`src/hps_defs.svh`:
```
// Register offsets, field positions, reset values and timing figures of the slot pin block
`ifndef HPS_DEFS_SVH
`define HPS_DEFS_SVH

// Register byte offsets
`define HPS_OFF_CFG 12'h408
`define HPS_OFF_CTL 12'h500
`define HPS_OFF_CMD 12'h504
`define HPS_OFF_STS_IN 12'h508
`define HPS_OFF_STS_SLOT 12'h50c

// Configuration register fields
`define HPS_CFG_INV_BUTTON 0
`define HPS_CFG_INV_PRESENCE 1
`define HPS_CFG_INV_FAULT 2
`define HPS_CFG_INV_LATCH 3
`define HPS_CFG_INV_ATTN 4
`define HPS_CFG_INV_PWR_IND 5
`define HPS_CFG_INV_PWR_EN 6
`define HPS_CFG_INV_ILOCK 7
`define HPS_CFG_INV_PGOOD 8
`define HPS_CFG_LATCH_PWR_OFF 11
`define HPS_CFG_LATCH_AS_LOCK 12
`define HPS_CFG_ILOCK_TOGGLE 13
`define HPS_CFG_RST_SRC_LO 14
`define HPS_CFG_RST_SRC_HI 15
`define HPS_CFG_P2R_LO 16
`define HPS_CFG_P2R_HI 23
`define HPS_CFG_R2P_LO 24
`define HPS_CFG_R2P_HI 31
`define HPS_CFG_RESET 32'h1414_0800

// Control register byte lanes
`define HPS_CTL_PCC_LO 0
`define HPS_CTL_LATCHP_LO 8
`define HPS_CTL_ATTN_LO 16
`define HPS_CTL_HOTRST_LO 24
`define HPS_CTL_RESET 32'h0000_0000

// Reset source codes
`define HPS_RST_SRC_PEC 2'h0
`define HPS_RST_SRC_PGC 2'h1
`define HPS_RST_SRC_HOT 2'h2

// Timing
`define HPS_CLK_KHZ 125000
`define HPS_TICK_MS 10
`define HPS_TICK_CYCLES (`HPS_TICK_MS * `HPS_CLK_KHZ)
`define HPS_ILOCK_PULSE_MS 125
`define HPS_ILOCK_PULSE_TICKS ((`HPS_ILOCK_PULSE_MS + `HPS_TICK_MS - 1) / `HPS_TICK_MS)

`endif

```
`src/hps_pkg.sv`:
```
// Types shared by the slot pin block
package hps_pkg;
  typedef enum logic [2:0] {
    SLOT_OFF,
    SLOT_RAMP,
    SLOT_P2R,
    SLOT_ON,
    SLOT_R2P
  } hps_slot_state_e;
  typedef logic [7:0] hps_delay_t;
  typedef logic [1:0] hps_rst_src_t;
  typedef logic [7:0] hps_pulse_t;
endpackage : hps_pkg

```
`src/hps_slot_port.sv`:
```
// Per-port power, reset and interlock sequencer
`include "hps_defs.svh"
module hps_slot_port #(
  parameter int PULSE_TICKS = `HPS_ILOCK_PULSE_TICKS
) (
  // Clock and reset
  input wire logic sys_clk,
  input wire logic rst,
  // Timebase and configuration
  input wire logic tick,
  input wire hps_pkg::hps_rst_src_t rst_src,
  input wire hps_pkg::hps_delay_t p2r_delay,
  input wire hps_pkg::hps_delay_t r2p_delay,
  input wire logic ilock_toggle,
  // Slot requests and sense
  input wire logic want_power,
  input wire logic power_good,
  input wire logic hot_reset,
  input wire logic ilock_cmd,
  // Logical slot state
  output logic power_on,
  output logic reset_active,
  output logic ilock_level
);
  hps_pkg::hps_slot_state_e state_r, state_nxt;
  hps_pkg::hps_delay_t cnt_r, cnt_nxt;
  hps_pkg::hps_pulse_t pcnt_r, pcnt_nxt;
  logic ilock_r, ilock_nxt;
  logic pulsing_r, pulsing_nxt;
  logic stable;

  // Reserved source code behaves as power enable
  assign stable = (rst_src == `HPS_RST_SRC_PGC) ? power_good : 1'b1;

  always_comb begin
    state_nxt = state_r;
    cnt_nxt = cnt_r;
    unique case (state_r)
      hps_pkg::SLOT_OFF: begin
        if (want_power) begin
          state_nxt = hps_pkg::SLOT_RAMP;
        end
      end
      hps_pkg::SLOT_RAMP: begin
        if (!want_power) begin
          state_nxt = hps_pkg::SLOT_OFF;
        end else if (stable) begin
          cnt_nxt = p2r_delay;
          state_nxt = hps_pkg::SLOT_P2R;
        end
      end
      hps_pkg::SLOT_P2R: begin
        // Reset was never released, so power may drop at once
        if (!want_power) begin
          state_nxt = hps_pkg::SLOT_OFF;
        end else if (!stable) begin
          state_nxt = hps_pkg::SLOT_RAMP;
        end else if (cnt_r == 8'h00) begin
          state_nxt = hps_pkg::SLOT_ON;
        end else if (tick) begin
          cnt_nxt = cnt_r - 8'h01;
        end
      end
      hps_pkg::SLOT_ON: begin
        if (!want_power) begin
          cnt_nxt = r2p_delay;
          state_nxt = hps_pkg::SLOT_R2P;
        end else if (!stable) begin
          state_nxt = hps_pkg::SLOT_RAMP;
        end
      end
      hps_pkg::SLOT_R2P: begin
        if (cnt_r == 8'h00) begin
          state_nxt = hps_pkg::SLOT_OFF;
        end else if (tick) begin
          cnt_nxt = cnt_r - 8'h01;
        end
      end
      default: begin
        state_nxt = hps_pkg::SLOT_OFF;
      end
    endcase
  end

  always_comb begin
    ilock_nxt = ilock_r;
    pulsing_nxt = pulsing_r;
    pcnt_nxt = pcnt_r;
    if (ilock_cmd) begin
      if (ilock_toggle) begin
        ilock_nxt = ~ilock_r;
      end else begin
        ilock_nxt = 1'b1;
        pulsing_nxt = 1'b1;
        pcnt_nxt = hps_pkg::hps_pulse_t'(PULSE_TICKS);
      end
    end else if (pulsing_r) begin
      if (pcnt_r == 8'h00) begin
        ilock_nxt = 1'b0;
        pulsing_nxt = 1'b0;
      end else if (tick) begin
        pcnt_nxt = pcnt_r - 8'h01;
      end
    end
  end

  always_ff @(posedge sys_clk) begin
    if (rst) begin
      state_r <= hps_pkg::SLOT_OFF;
      cnt_r <= 8'h00;
      pcnt_r <= 8'h00;
      ilock_r <= 1'b0;
      pulsing_r <= 1'b0;
    end else begin
      state_r <= state_nxt;
      cnt_r <= cnt_nxt;
      pcnt_r <= pcnt_nxt;
      ilock_r <= ilock_nxt;
      pulsing_r <= pulsing_nxt;
    end
  end

  assign power_on = (state_r != hps_pkg::SLOT_OFF);
  assign reset_active = (state_r != hps_pkg::SLOT_ON) ||
                        ((rst_src == `HPS_RST_SRC_HOT) && hot_reset);
  assign ilock_level = ilock_r;
endmodule : hps_slot_port

```
`src/hps_pin_ctrl.sv`:
```
// Hot-plug slot pin control: APB registers, pin polarity and per-port sequencers
//
// What this block does
// - Button, presence and fault inputs are inverted when their invert bit is set.
// - Latch sensor and power good inputs are inverted when their invert bit is set.
// - Attention, power indicator, power enable and interlock outputs invert; bit 7 interlock.
// - Latch open removes slot power when auto power-off and latch-present are set.
// - That automatic power removal ignores the software power controller control bit.
// - Latch-status replacement bit turns latch sensor inputs into lock state inputs.
// - Toggle-select clear: interlock command write of one pulses interlock for 125 ms.
// - Toggle-select set: each interlock command write of one flips the interlock output.
// - Reset source field picks power enable, power good or hot reset; one reserved.
// - Port reset releases power-to-reset times 10 ms after power is stable.
// - Power turns off reset-to-power times 10 ms after the port reset asserts.
`include "hps_defs.svh"
module hps_pin_ctrl #(
  parameter int NPORTS = 6,
  parameter int TICK_CYCLES = `HPS_TICK_CYCLES,
  parameter int ADDR_W = 12
) (
  // Clock and reset
  input wire logic sys_clk,
  input wire logic rst,
  // APB slave
  input wire logic psel,
  input wire logic penable,
  input wire logic pwrite,
  input wire logic [ADDR_W-1:0] paddr,
  input wire logic [31:0] pwdata,
  input wire logic [3:0] pstrb,
  output logic [31:0] prdata,
  output logic pready,
  output logic pslverr,
  // Slot sense pins
  input wire logic [NPORTS-1:0] attention_button_input,
  input wire logic [NPORTS-1:0] presence_detect_input,
  input wire logic [NPORTS-1:0] power_fault_input,
  input wire logic [NPORTS-1:0] retention_latch_sensor_input,
  input wire logic [NPORTS-1:0] slot_power_good_input,
  // Slot drive pins
  output logic [NPORTS-1:0] attention_indicator_output,
  output logic [NPORTS-1:0] power_indicator_output,
  output logic [NPORTS-1:0] slot_power_enable_output,
  output logic [NPORTS-1:0] interlock_drive_output,
  output logic [NPORTS-1:0] port_reset_n
);
  localparam int TW = $clog2(TICK_CYCLES + 1);
  localparam logic [2:0] SEL_NONE = 3'h0;
  localparam logic [2:0] SEL_CFG = 3'h1;
  localparam logic [2:0] SEL_CTL = 3'h2;
  localparam logic [2:0] SEL_CMD = 3'h3;
  localparam logic [2:0] SEL_STS_IN = 3'h4;
  localparam logic [2:0] SEL_STS_SLOT = 3'h5;

  // Address decode shared by the write and read paths
  function automatic logic [2:0] reg_decode(input logic [ADDR_W-1:0] a);
    logic [11:0] off;
    off = 12'(a);
    if (off == `HPS_OFF_CFG) begin
      reg_decode = SEL_CFG;
    end else if (off == `HPS_OFF_CTL) begin
      reg_decode = SEL_CTL;
    end else if (off == `HPS_OFF_CMD) begin
      reg_decode = SEL_CMD;
    end else if (off == `HPS_OFF_STS_IN) begin
      reg_decode = SEL_STS_IN;
    end else if (off == `HPS_OFF_STS_SLOT) begin
      reg_decode = SEL_STS_SLOT;
    end else begin
      reg_decode = SEL_NONE;
    end
  endfunction : reg_decode

  // Byte-lane merge of a write into a stored word
  function automatic logic [31:0] lane_merge(input logic [31:0] old_v,
                                             input logic [31:0] new_v,
                                             input logic [3:0] strb);
    logic [31:0] res;
    res = old_v;
    for (int b = 0; b < 4; b++) begin
      if (strb[b]) begin
        res[b*8 +: 8] = new_v[b*8 +: 8];
      end
    end
    lane_merge = res;
  endfunction : lane_merge

  // Widen a per-port vector to one status byte
  function automatic logic [7:0] to_byte(input logic [NPORTS-1:0] v);
    logic [7:0] res;
    res = 8'h00;
    for (int p = 0; p < NPORTS; p++) begin
      res[p] = v[p];
    end
    to_byte = res;
  endfunction : to_byte

  // Bus state
  logic [31:0] cfg_r, cfg_nxt;
  logic [31:0] ctl_r, ctl_nxt;
  logic [NPORTS-1:0] eic_r, eic_nxt;
  logic [31:0] prdata_r, prdata_nxt;
  logic pready_r, pready_nxt;
  logic pslverr_r, pslverr_nxt;
  logic [2:0] sel;
  logic commit;

  // Timebase state
  logic [TW-1:0] tick_cnt_r, tick_cnt_nxt;
  logic tick_r, tick_nxt;

  // Pin state
  logic [NPORTS-1:0] attn_pin_r, attn_pin_nxt;
  logic [NPORTS-1:0] pind_pin_r, pind_pin_nxt;
  logic [NPORTS-1:0] pen_pin_r, pen_pin_nxt;
  logic [NPORTS-1:0] ilock_pin_r, ilock_pin_nxt;
  logic [NPORTS-1:0] prst_n_r, prst_n_nxt;

  // Sensed and logical slot signals
  logic [NPORTS-1:0] button_act;
  logic [NPORTS-1:0] presence_act;
  logic [NPORTS-1:0] fault_act;
  logic [NPORTS-1:0] latch_act;
  logic [NPORTS-1:0] latch_open;
  logic [NPORTS-1:0] lock_engaged;
  logic [NPORTS-1:0] pgood_act;
  logic [NPORTS-1:0] want_power;
  logic [NPORTS-1:0] power_on;
  logic [NPORTS-1:0] reset_active;
  logic [NPORTS-1:0] ilock_level;

  assign sel = reg_decode(paddr);
  // A write lands only on the edge where the master sees pready high
  assign commit = psel && penable && pready_r;

  always_comb begin
    cfg_nxt = cfg_r;
    ctl_nxt = ctl_r;
    eic_nxt = '0;
    pready_nxt = 1'b0;
    prdata_nxt = prdata_r;
    pslverr_nxt = 1'b0;
    if (commit && pwrite) begin
      if (sel == SEL_CFG) begin
        cfg_nxt = lane_merge(cfg_r, pwdata, pstrb);
      end else if (sel == SEL_CTL) begin
        ctl_nxt = lane_merge(ctl_r, pwdata, pstrb);
      end else if (sel == SEL_CMD && pstrb[0]) begin
        eic_nxt = pwdata[NPORTS-1:0];
      end
    end
    // One wait state: pready rises in the second access cycle
    if (psel && penable && !pready_r) begin
      pready_nxt = 1'b1;
      pslverr_nxt = (sel == SEL_NONE);
      unique case (sel)
        SEL_CFG: prdata_nxt = cfg_r;
        SEL_CTL: prdata_nxt = ctl_r;
        SEL_STS_IN: prdata_nxt = {to_byte(latch_act), to_byte(fault_act),
                                  to_byte(presence_act), to_byte(button_act)};
        SEL_STS_SLOT: prdata_nxt = {to_byte(ilock_level), to_byte(reset_active),
                                    to_byte(power_on), to_byte(pgood_act)};
        default: prdata_nxt = 32'h0000_0000;
      endcase
    end
  end

  always_ff @(posedge sys_clk) begin
    if (rst) begin
      cfg_r <= `HPS_CFG_RESET;
      ctl_r <= `HPS_CTL_RESET;
      eic_r <= '0;
      prdata_r <= 32'h0000_0000;
      pready_r <= 1'b0;
      pslverr_r <= 1'b0;
    end else begin
      cfg_r <= cfg_nxt;
      ctl_r <= ctl_nxt;
      eic_r <= eic_nxt;
      prdata_r <= prdata_nxt;
      pready_r <= pready_nxt;
      pslverr_r <= pslverr_nxt;
    end
  end

  // Free-running 10 ms tick; the first tick of a delay may come early by up to one period
  always_comb begin
    tick_nxt = 1'b0;
    tick_cnt_nxt = tick_cnt_r + TW'(1);
    if (tick_cnt_r == TW'(TICK_CYCLES - 1)) begin
      tick_cnt_nxt = '0;
      tick_nxt = 1'b1;
    end
  end

  always_ff @(posedge sys_clk) begin
    if (rst) begin
      tick_cnt_r <= '0;
      tick_r <= 1'b0;
    end else begin
      tick_cnt_r <= tick_cnt_nxt;
      tick_r <= tick_nxt;
    end
  end

  // Sense pins are active low; an invert bit flips the meaning
  assign button_act = ~(attention_button_input ^
                        {NPORTS{cfg_r[`HPS_CFG_INV_BUTTON]}});
  assign presence_act = ~(presence_detect_input ^
                          {NPORTS{cfg_r[`HPS_CFG_INV_PRESENCE]}});
  assign fault_act = ~(power_fault_input ^
                       {NPORTS{cfg_r[`HPS_CFG_INV_FAULT]}});
  assign latch_act = ~(retention_latch_sensor_input ^
                       {NPORTS{cfg_r[`HPS_CFG_INV_LATCH]}});
  assign pgood_act = ~(slot_power_good_input ^
                       {NPORTS{cfg_r[`HPS_CFG_INV_PGOOD]}});
  // In lock mode the sensor is no latch, so it never removes power
  assign latch_open = latch_act & {NPORTS{~cfg_r[`HPS_CFG_LATCH_AS_LOCK]}};
  assign lock_engaged = latch_act & {NPORTS{cfg_r[`HPS_CFG_LATCH_AS_LOCK]}};

  genvar g;
  generate
    for (g = 0; g < NPORTS; g++) begin : g_port
      logic auto_off;
      assign auto_off = cfg_r[`HPS_CFG_LATCH_PWR_OFF] &&
                        ctl_r[`HPS_CTL_LATCHP_LO + g] && latch_open[g];
      // Auto power-off overrides whatever the software power bit holds
      assign want_power[g] = ctl_r[`HPS_CTL_PCC_LO + g] && !auto_off;

      hps_slot_port u_slot (
        .sys_clk(sys_clk),
        .rst(rst),
        .tick(tick_r),
        .rst_src(cfg_r[`HPS_CFG_RST_SRC_HI:`HPS_CFG_RST_SRC_LO]),
        .p2r_delay(cfg_r[`HPS_CFG_P2R_HI:`HPS_CFG_P2R_LO]),
        .r2p_delay(cfg_r[`HPS_CFG_R2P_HI:`HPS_CFG_R2P_LO]),
        .ilock_toggle(cfg_r[`HPS_CFG_ILOCK_TOGGLE]),
        .want_power(want_power[g]),
        .power_good(pgood_act[g]),
        .hot_reset(ctl_r[`HPS_CTL_HOTRST_LO + g]),
        .ilock_cmd(eic_r[g]),
        .power_on(power_on[g]),
        .reset_active(reset_active[g]),
        .ilock_level(ilock_level[g])
      );
    end
  endgenerate

  // Indicators are active low, enables active high, before any inversion
  always_comb begin
    attn_pin_nxt = ~(ctl_r[`HPS_CTL_ATTN_LO +: NPORTS]) ^
                   {NPORTS{cfg_r[`HPS_CFG_INV_ATTN]}};
    pind_pin_nxt = ~power_on ^ {NPORTS{cfg_r[`HPS_CFG_INV_PWR_IND]}};
    pen_pin_nxt = power_on ^ {NPORTS{cfg_r[`HPS_CFG_INV_PWR_EN]}};
    ilock_pin_nxt = ilock_level ^ {NPORTS{cfg_r[`HPS_CFG_INV_ILOCK]}};
    prst_n_nxt = ~reset_active;
  end

  // Pins idle with power off and reset asserted during reset
  always_ff @(posedge sys_clk) begin
    if (rst) begin
      attn_pin_r <= '1;
      pind_pin_r <= '1;
      pen_pin_r <= '0;
      ilock_pin_r <= '0;
      prst_n_r <= '0;
    end else begin
      attn_pin_r <= attn_pin_nxt;
      pind_pin_r <= pind_pin_nxt;
      pen_pin_r <= pen_pin_nxt;
      ilock_pin_r <= ilock_pin_nxt;
      prst_n_r <= prst_n_nxt;
    end
  end

  assign prdata = prdata_r;
  assign pready = pready_r;
  assign pslverr = pslverr_r;
  assign attention_indicator_output = attn_pin_r;
  assign power_indicator_output = pind_pin_r;
  assign slot_power_enable_output = pen_pin_r;
  assign interlock_drive_output = ilock_pin_r;
  assign port_reset_n = prst_n_r;
endmodule : hps_pin_ctrl

```
`config.mk`:
```
export PLATFORM = sky130hd
export DESIGN_NAME = hps_pin_ctrl
export DESIGN_NICKNAME = d
export VERILOG_FILES = /design/src/hps_pkg.sv /design/src/hps_slot_port.sv /design/src/hps_pin_ctrl.sv
export VERILOG_INCLUDE_DIRS = /design/src
export SDC_FILE = /design/constraint.sdc
export NUM_CORES = 1
export LEC_CHECK = 0
export BUFFER_PORTS_ARGS = -buffer_cell sky130_fd_sc_hd__clkbuf_2
export CAP_MARGIN = 20
export CORE_ASPECT_RATIO = 1.2
export CORE_MARGIN = 2
export CORE_UTILIZATION = 50
export DETAILED_ROUTE_END_ITERATION = 7
export GPL_TIMING_DRIVEN = 0
export HOLD_SLACK_MARGIN = 0.12
export PLACE_DENSITY = 0.79
export SLEW_MARGIN = 25
export SYNTH_ARGS = -nofsm -noshare
export SYNTH_HDL_FRONTEND = slang
export SYNTH_SLANG_ARGS = --single-unit
```
`constraint.sdc`:
```
create_clock -name sys_clk -period 3.05 [get_ports sys_clk]
set_clock_uncertainty 0.2 [all_clocks]
set_input_delay 0.61 -clock sys_clk [delete_from_list [all_inputs] [get_ports sys_clk]]
set_output_delay 0.61 -clock sys_clk [all_outputs]
set_load 0.005 [all_outputs]
```
Word level (Yosys, flattened, before mapping)
Index checks and enable logic that the tools add are counted.
{ "totals": {"register_bits": 282, "latchBits": 0, "ramBits": 0, "rom_bits": 0, "out_inout_bits": 64, "word_cells": 522, "n_memories": 0} }
{ "op_classes": {"addsub": 13, "mul": 0, "div": 0, "order_cmp": 0, "eq_ne": 115, "n_shift": 0, "mux": 190, "bitwise": 29, "n_reduce_logical": 126} }
{ "ops": {"columns": ["op", "n"], "rows": [
  ["$mux W8", 67],
  ["$pmux W8 S4", 6],
  ["$mux W3", 59],
  ["$pmux W32 S4", 1],
  ["$logic_not A8 Y1", 12],
  ["$sub A8 B1 Y8 const B", 12],
  ["$pmux W3 S5", 6],
  ["$ne A2 B1 Y1 const B", 36],
  ["$eq A12 B11 Y1 const B", 5],
  ["$xor A6 B6 Y6", 9],
  ["$mux W1", 51],
  ["$not A6 Y6", 8],
  ["$eq A3 B2 Y1 const B", 14],
  ["$reduce_and A4 Y1", 10],
  ["$ne A2 B2 Y1 const B", 18],
  ["$ne A3 B3 Y1 const B", 12],
  ["$reduce_and A6 Y1", 6],
  ["$reduce_bool A2 Y1", 18],
  ["$reduce_and A5 Y1", 6],
  ["$logic_and A1 B1 Y1", 29],
  ["$eq A3 B3 Y1 const B", 8],
  ["$ne A4 B4 Y1 const B", 6],
  ["$reduce_bool A4 Y1", 6],
  ["$add A21 B1 Y21 const B", 1],
  ["15 further kinds", 67]
]} }

Longest topological paths before layout
{ "logic_depth": {"depth_word": 10, "ltp_mapped": 8, "mapped_depth_nobuf": 7} }

By module
Synthesis repeated with hierarchy kept, for this count alone.
{ "unflattened": {"hier_cells": 1909, "hier_area_um2": 15474.8} }
{ "by_module_without_submodules": {"columns": ["module", "n_inst", "cells_per_inst", "area_each_um2", "seq_area_each_um2"], "rows": [
  ["hps_pin_ctrl", 1, 780, 6811.5, 3123.0],
  ["hps_slot_port (g_port[0].u_slot ...)", 3, 191, 1435.1, 420.4],
  ["hps_slot_port (g_port[3].u_slot ...)", 2, 194, 1482.7, 420.4],
  ["hps_slot_port (g_port[5].u_slot)", 1, 168, 1392.6, 420.4]
]} }

Worst setup path after synthesis
No wires, ideal clock.
{ "synth_path": {"path_type": "input to register", "start": "input port paddr[6]", "end": "register ctl_r[0]", "setup_ps": 132, "arrival_ps": 2039, "required_time_ps": 2718, "path_slack_ps": 678, "stages": 7, "path_cell_list": "or4_4 -> nor4_4 -> buf_6 -> buf_4 -> nand3_2 -> nand2_1 -> a21oi_1"} }
{ "synth_via": {"elab_chain_cells": 9, "word_cells_on_any_way": 14, "classes_between": "eq/ne: 7; mux: 5; bitwise: 1; reduce/logical: 1"} }
{ "synth_rtl": {"columns": ["element", "line", "source"], "rows": [
  ["start, declared", "hps_pin_ctrl.sv:28", "input wire logic [ADDR_W-1:0] paddr,"],
  ["$eq A12 B11 Y1 (no source line)", null, null],
  ["$mux W3", "hps_pin_ctrl.sv:67", "end else if (off == `HPS_OFF_STS_SLOT) begin"],
  ["$mux W3", "hps_pin_ctrl.sv:65", "end else if (off == `HPS_OFF_STS_IN) begin"],
  ["$mux W3", "hps_pin_ctrl.sv:63", "end else if (off == `HPS_OFF_CMD) begin"],
  ["$mux W3", "hps_pin_ctrl.sv:61", "end else if (off == `HPS_OFF_CTL) begin"],
  ["$mux W3 (*)", "hps_pin_ctrl.sv:59", "if (off == `HPS_OFF_CFG) begin"],
  ["$eq A3 B1 Y1", "hps_pin_ctrl.sv:144", "if (sel == SEL_CFG) begin"],
  ["$not A1 Y1 (no source line)", null, null],
  ["$reduce_and A4 Y1 (no source line) (*)", null, null],
  ["end signal, assigned", "hps_pin_ctrl.sv:171", "ctl_r <= `HPS_CTL_RESET;"],
  ["end signal, assigned", "hps_pin_ctrl.sv:178", "ctl_r <= ctl_nxt;"],
  ["end, declared", "hps_pin_ctrl.sv:100", "logic [31:0] ctl_r, ctl_nxt;"]
]} }
Mark *: on every way between the ends. The rest lies on a longest branch, timed or not.
A chain may end at the register's enable or synchronous reset.

Final worst setup path
{ "layout_path": {"start": "register tick_r", "end": "register g_port[0].u_slot.cnt_r[2]"} }
{ "layout_via": {"elab_chain_cells": 5} }
{ "layout_rtl": {"columns": ["element", "line", "source"], "rows": [
  ["start, declared", "hps_pin_ctrl.sv:110", "logic tick_r, tick_nxt;"],
  ["start signal, assigned", "hps_pin_ctrl.sv:202", "tick_r <= tick_nxt;"],
  ["$mux W8 (*) (2 in series)", null, null],
  ["$mux W8 (2 in series)", null, null],
  ["$pmux W8 S4 (*)", null, null],
  ["end signal, assigned", "hps_slot_port.sv:116", "cnt_r <= cnt_nxt;"],
  ["end, declared", "hps_slot_port.sv:26", "hps_pkg::hps_delay_t cnt_r, cnt_nxt;"]
]} }
Mark *: on every way between the ends. The rest lies on a longest branch, timed or not. The select of a mux whose other input is x is not followed.

==> qor.yml <==
critical_path:
  cp_top_family: "buffers and inverters"
  cp-start-kind: "flop"
  crit_path_max_incr_delay_ps: 890
  cp-end-kind: "flop"
  critPathBufInv: 2
  cp_common_cell: "a221oi_1"
  slowest_stage: "buf_1"
  worstSetupPathType: "flop to flop"
  path_cells: "buf_2 -> buf_1 -> a31oi_1 -> a221oi_1 -> a221oi_1"
  required_ps: 3270
  cp_max_fo: 10
  cp.arrival_ps: 3320
power:
  p_leak_nw: 6.44
  combPwrFrac: 0.040
  powerDensity_mw_per_mm2: 465
  p_int_mw: 6.39
  ir_drop_mv: 0.434
  switchingPower_mw: 1.82
  p_seq_frac: 0.451
  p_clk_frac: 0.510
  switching_share: 0.221
worst_hold_path:
  hp-class: "input pin to flop"
clock_tree:
  cts.path.max_buffers: 3
  root_buffer: "clkbuf_16"
  cts_tree: "yes"
  path_clk_slew_ps: 70
  htreeDepth: 1
  insertion_delay_ps: 580
  clock_sinks: 282
  cts_buffers: 29
logic_synthesis:
  synth_top_family_by_area: "compound AO/OA/AOI/OAI gates"
  synth-seq-area-share: 0.375
  synth_area_sq_mm: 0.0151
  synth_xor_area_frac: 0.0673
  ys_warn_count: 0
  syn_nets: 1916
  synthMuxAreaShare: 0.0308
  synthAdderAreaFrac: 0.0208
  synth-seq-cells: 282
  syn_inst: 1808
  synth_edf_count: 0
  synthSimpleGateAreaFrac: 0.224
  synth_area_per_cell_sq_um: 8.33
  synth_compound_area_frac: 0.229
  synth-main-ff-cell: "dfxtp_1"
  synthArstFlopShare: 0
  synth_cell_type_count: 94
timing:
  fin_tns_setup_ps: -46.8
  hold_viol_final: 0
  maxSlewHeadroom: 0.238
  rsz0062_at_grt: "false"
  tightestPinTransition_ps: 1140
  slew_violations: 0
  finalCritPeriodShare: 1.02
  max_freq_ghz: 0.323
  fin_crit_ps: 3100
  fin_ws_ps: -46.8
  setup_viol: 1
floorplan:
  coreArea_sq_mm: 0.0296
  die_y_microns: 194
  ios: 147
  die_w_microns: 162
  start_util: 0.509
  std_cell_rows: 69
  die_area_sq_mm: 0.0315
global_routing:
  grtUsageTotal: 0.325
  grt_pass1_vias: 14181
  grt_pass1_wl_microns: 80100
  grt_antenna_before_repair: 0
  grt_max_degree: 16
  gr-total-overflow: 0
job:
  drv_cap: 0
cells_and_area:
  drive_above_1_share: 0.142
  fin_nets: 2118
  layout_common_cells: "dfxtp_1 (282), nor2_1 (213), nand2_1 (197), clkbuf_2 (146), a21oi_1 (122)"
  diodes: 0
  synthToLayoutAreaGrowth_pct: 17.2
  final_common_cell: "dfxtp_1"
  fin_cells: 2422
routing:
  antenna_left: 0
  dr.pass1.iters: 8
  wl_microns: 52800
  via_per_inst: 6.26
  num_vias: 15171
  post_drt_wl_per_cell_microns: 21.8
  drt_iter0_markers: 1626
  drc: 0
placement:
  dp_cells: 2343
  gp_congestion: 0.990
  dp_hpwl_microns: 38500
  post-place-ws_ps: -590
  io_buffer_count: 145
run_status:
  status: "finished with violations"
  violations: "negative setup slack"
[what timing repair did]
item	CTS	global route
hold buffers	26	0
gates resized for setup	0	3
setup buffers	0	0
setup endpoints to repair	0	15
hold endpoints to repair	40	0
[tightest hold or removal path: stages]
cell      delay [ps]
clkbuf_2         130
nand2_1           70
a21oi_1           60
[Yosys cell counts (14+ instances only)]
library cell / count / area share
nor2_1: 213 / 0.053
nand2_1: 197 / 0.049
nor3_1: 43 / 0.014
nor2b_1: 19 / 0.0079
a31oi_1: 25 / 0.010
xnor2_1: 68 / 0.040
o21ai_0: 58 / 0.019
or3_1: 14 / 0.0058
a21oi_1: 122 / 0.041
a22o_1: 21 / 0.012
nand3_1: 32 / 0.011
a222oi_1: 18 / 0.012
mux2i_1: 43 / 0.029
nand2b_1: 32 / 0.013
xor2_1: 44 / 0.026
nand3b_1: 18 / 0.0090
dfxtp_1: 282 / 0.37
clkbuf_1: 68 / 0.017
buf_2: 24 / 0.0080
a221oi_1: 17 / 0.0099
nor4_1: 17 / 0.0071
ha_1: 25 / 0.021
o32ai_1: 21 / 0.012
inv_1: 74 / 0.018
a22oi_1: 30 / 0.015
[layout make-up]
| type | count | area (sq um) |
|---|---|---|
| plain buffers | 116 | 527 |
| well taps | 390 | 488 |
| multi-input cells | 1335 | 8610 |
| inverters | 75 | 282 |
| clock buffers | 35 | 788 |
| repair buffers | 171 | 986 |
| flip-flops and latches | 282 | 5650 |
| clock inverters | 18 | 327 |
| fillers | 2597 | 12000 |
[per-stage QoR]
step	util	hold WS, ps	cell area [sq um]	power (mW)
floorplan	-	232	15100	3.90
global placement	0.550	240	16300	4.07
detailed placement	0.550	243	16300	4.07
CTS	0.596	123	17600	8.21
global route	0.596	137	17600	8.38
finish	0.596	141	17600	8.21
[kinds of logic after synthesis]
group,count (synthesis)
multiplexers,46
XOR/XNOR,114
flip-flops,282
adder cells (fa/ha/maj),25
buffers and inverters,191
AO/OA/AOI/OAI,468
AND/OR/NAND/NOR,682
[path summary, 6_finish.rpt]
path | start | slack [ps] | cells past startpoint | endpoint
setup reg to reg | tick_r | -50 | 5 | g_port[0].u_slot.cnt_r[2]
hold / removal | pwdata[25] | 140 | 3 | ctl_r[25]
setup / recovery | tick_r | -50 | 5 | g_port[0].u_slot.cnt_r[2]
hold reg to reg | ctl_r[14] | 260 | 2 | ctl_r[14]
[routing by layer]
metal	vias up	GRT usage	routed length [microns]
met5	-	0	0
met4	0	0.224	4200
met3	229	0.0509	5200
met2	901	0.513	23400
met1	7114	0.405	20000
li1	6927	-	-
[power by group through the flow]
| stage | registers [mW] | logic (mW) | clock network (mW) |
|---|---|---|---|
| after floorplan | 3.78 | 0.121 | 0 |
| after global placement | 3.78 | 0.284 | 0 |
| after detailed placement | 3.78 | 0.285 | 0 |
| after CTS | 3.70 | 0.315 | 4.20 |
| after global routing | 3.70 | 0.338 | 4.34 |
| final | 3.70 | 0.325 | 4.19 |
[sequential cells by signal (all words and copies together), names as in the netlist, 18 cells and up]
| register | flops |
|---|---|
| g_port.u_slot.cnt_r | 48 |
| g_port.u_slot.pcnt_r | 48 |
| prdata | 32 |
| cfg_r | 32 |
| g_port.u_slot.state_r | 18 |
| ctl_r | 32 |
| tick_cnt_r | 21 |
(Power assumes the default switching activity.)
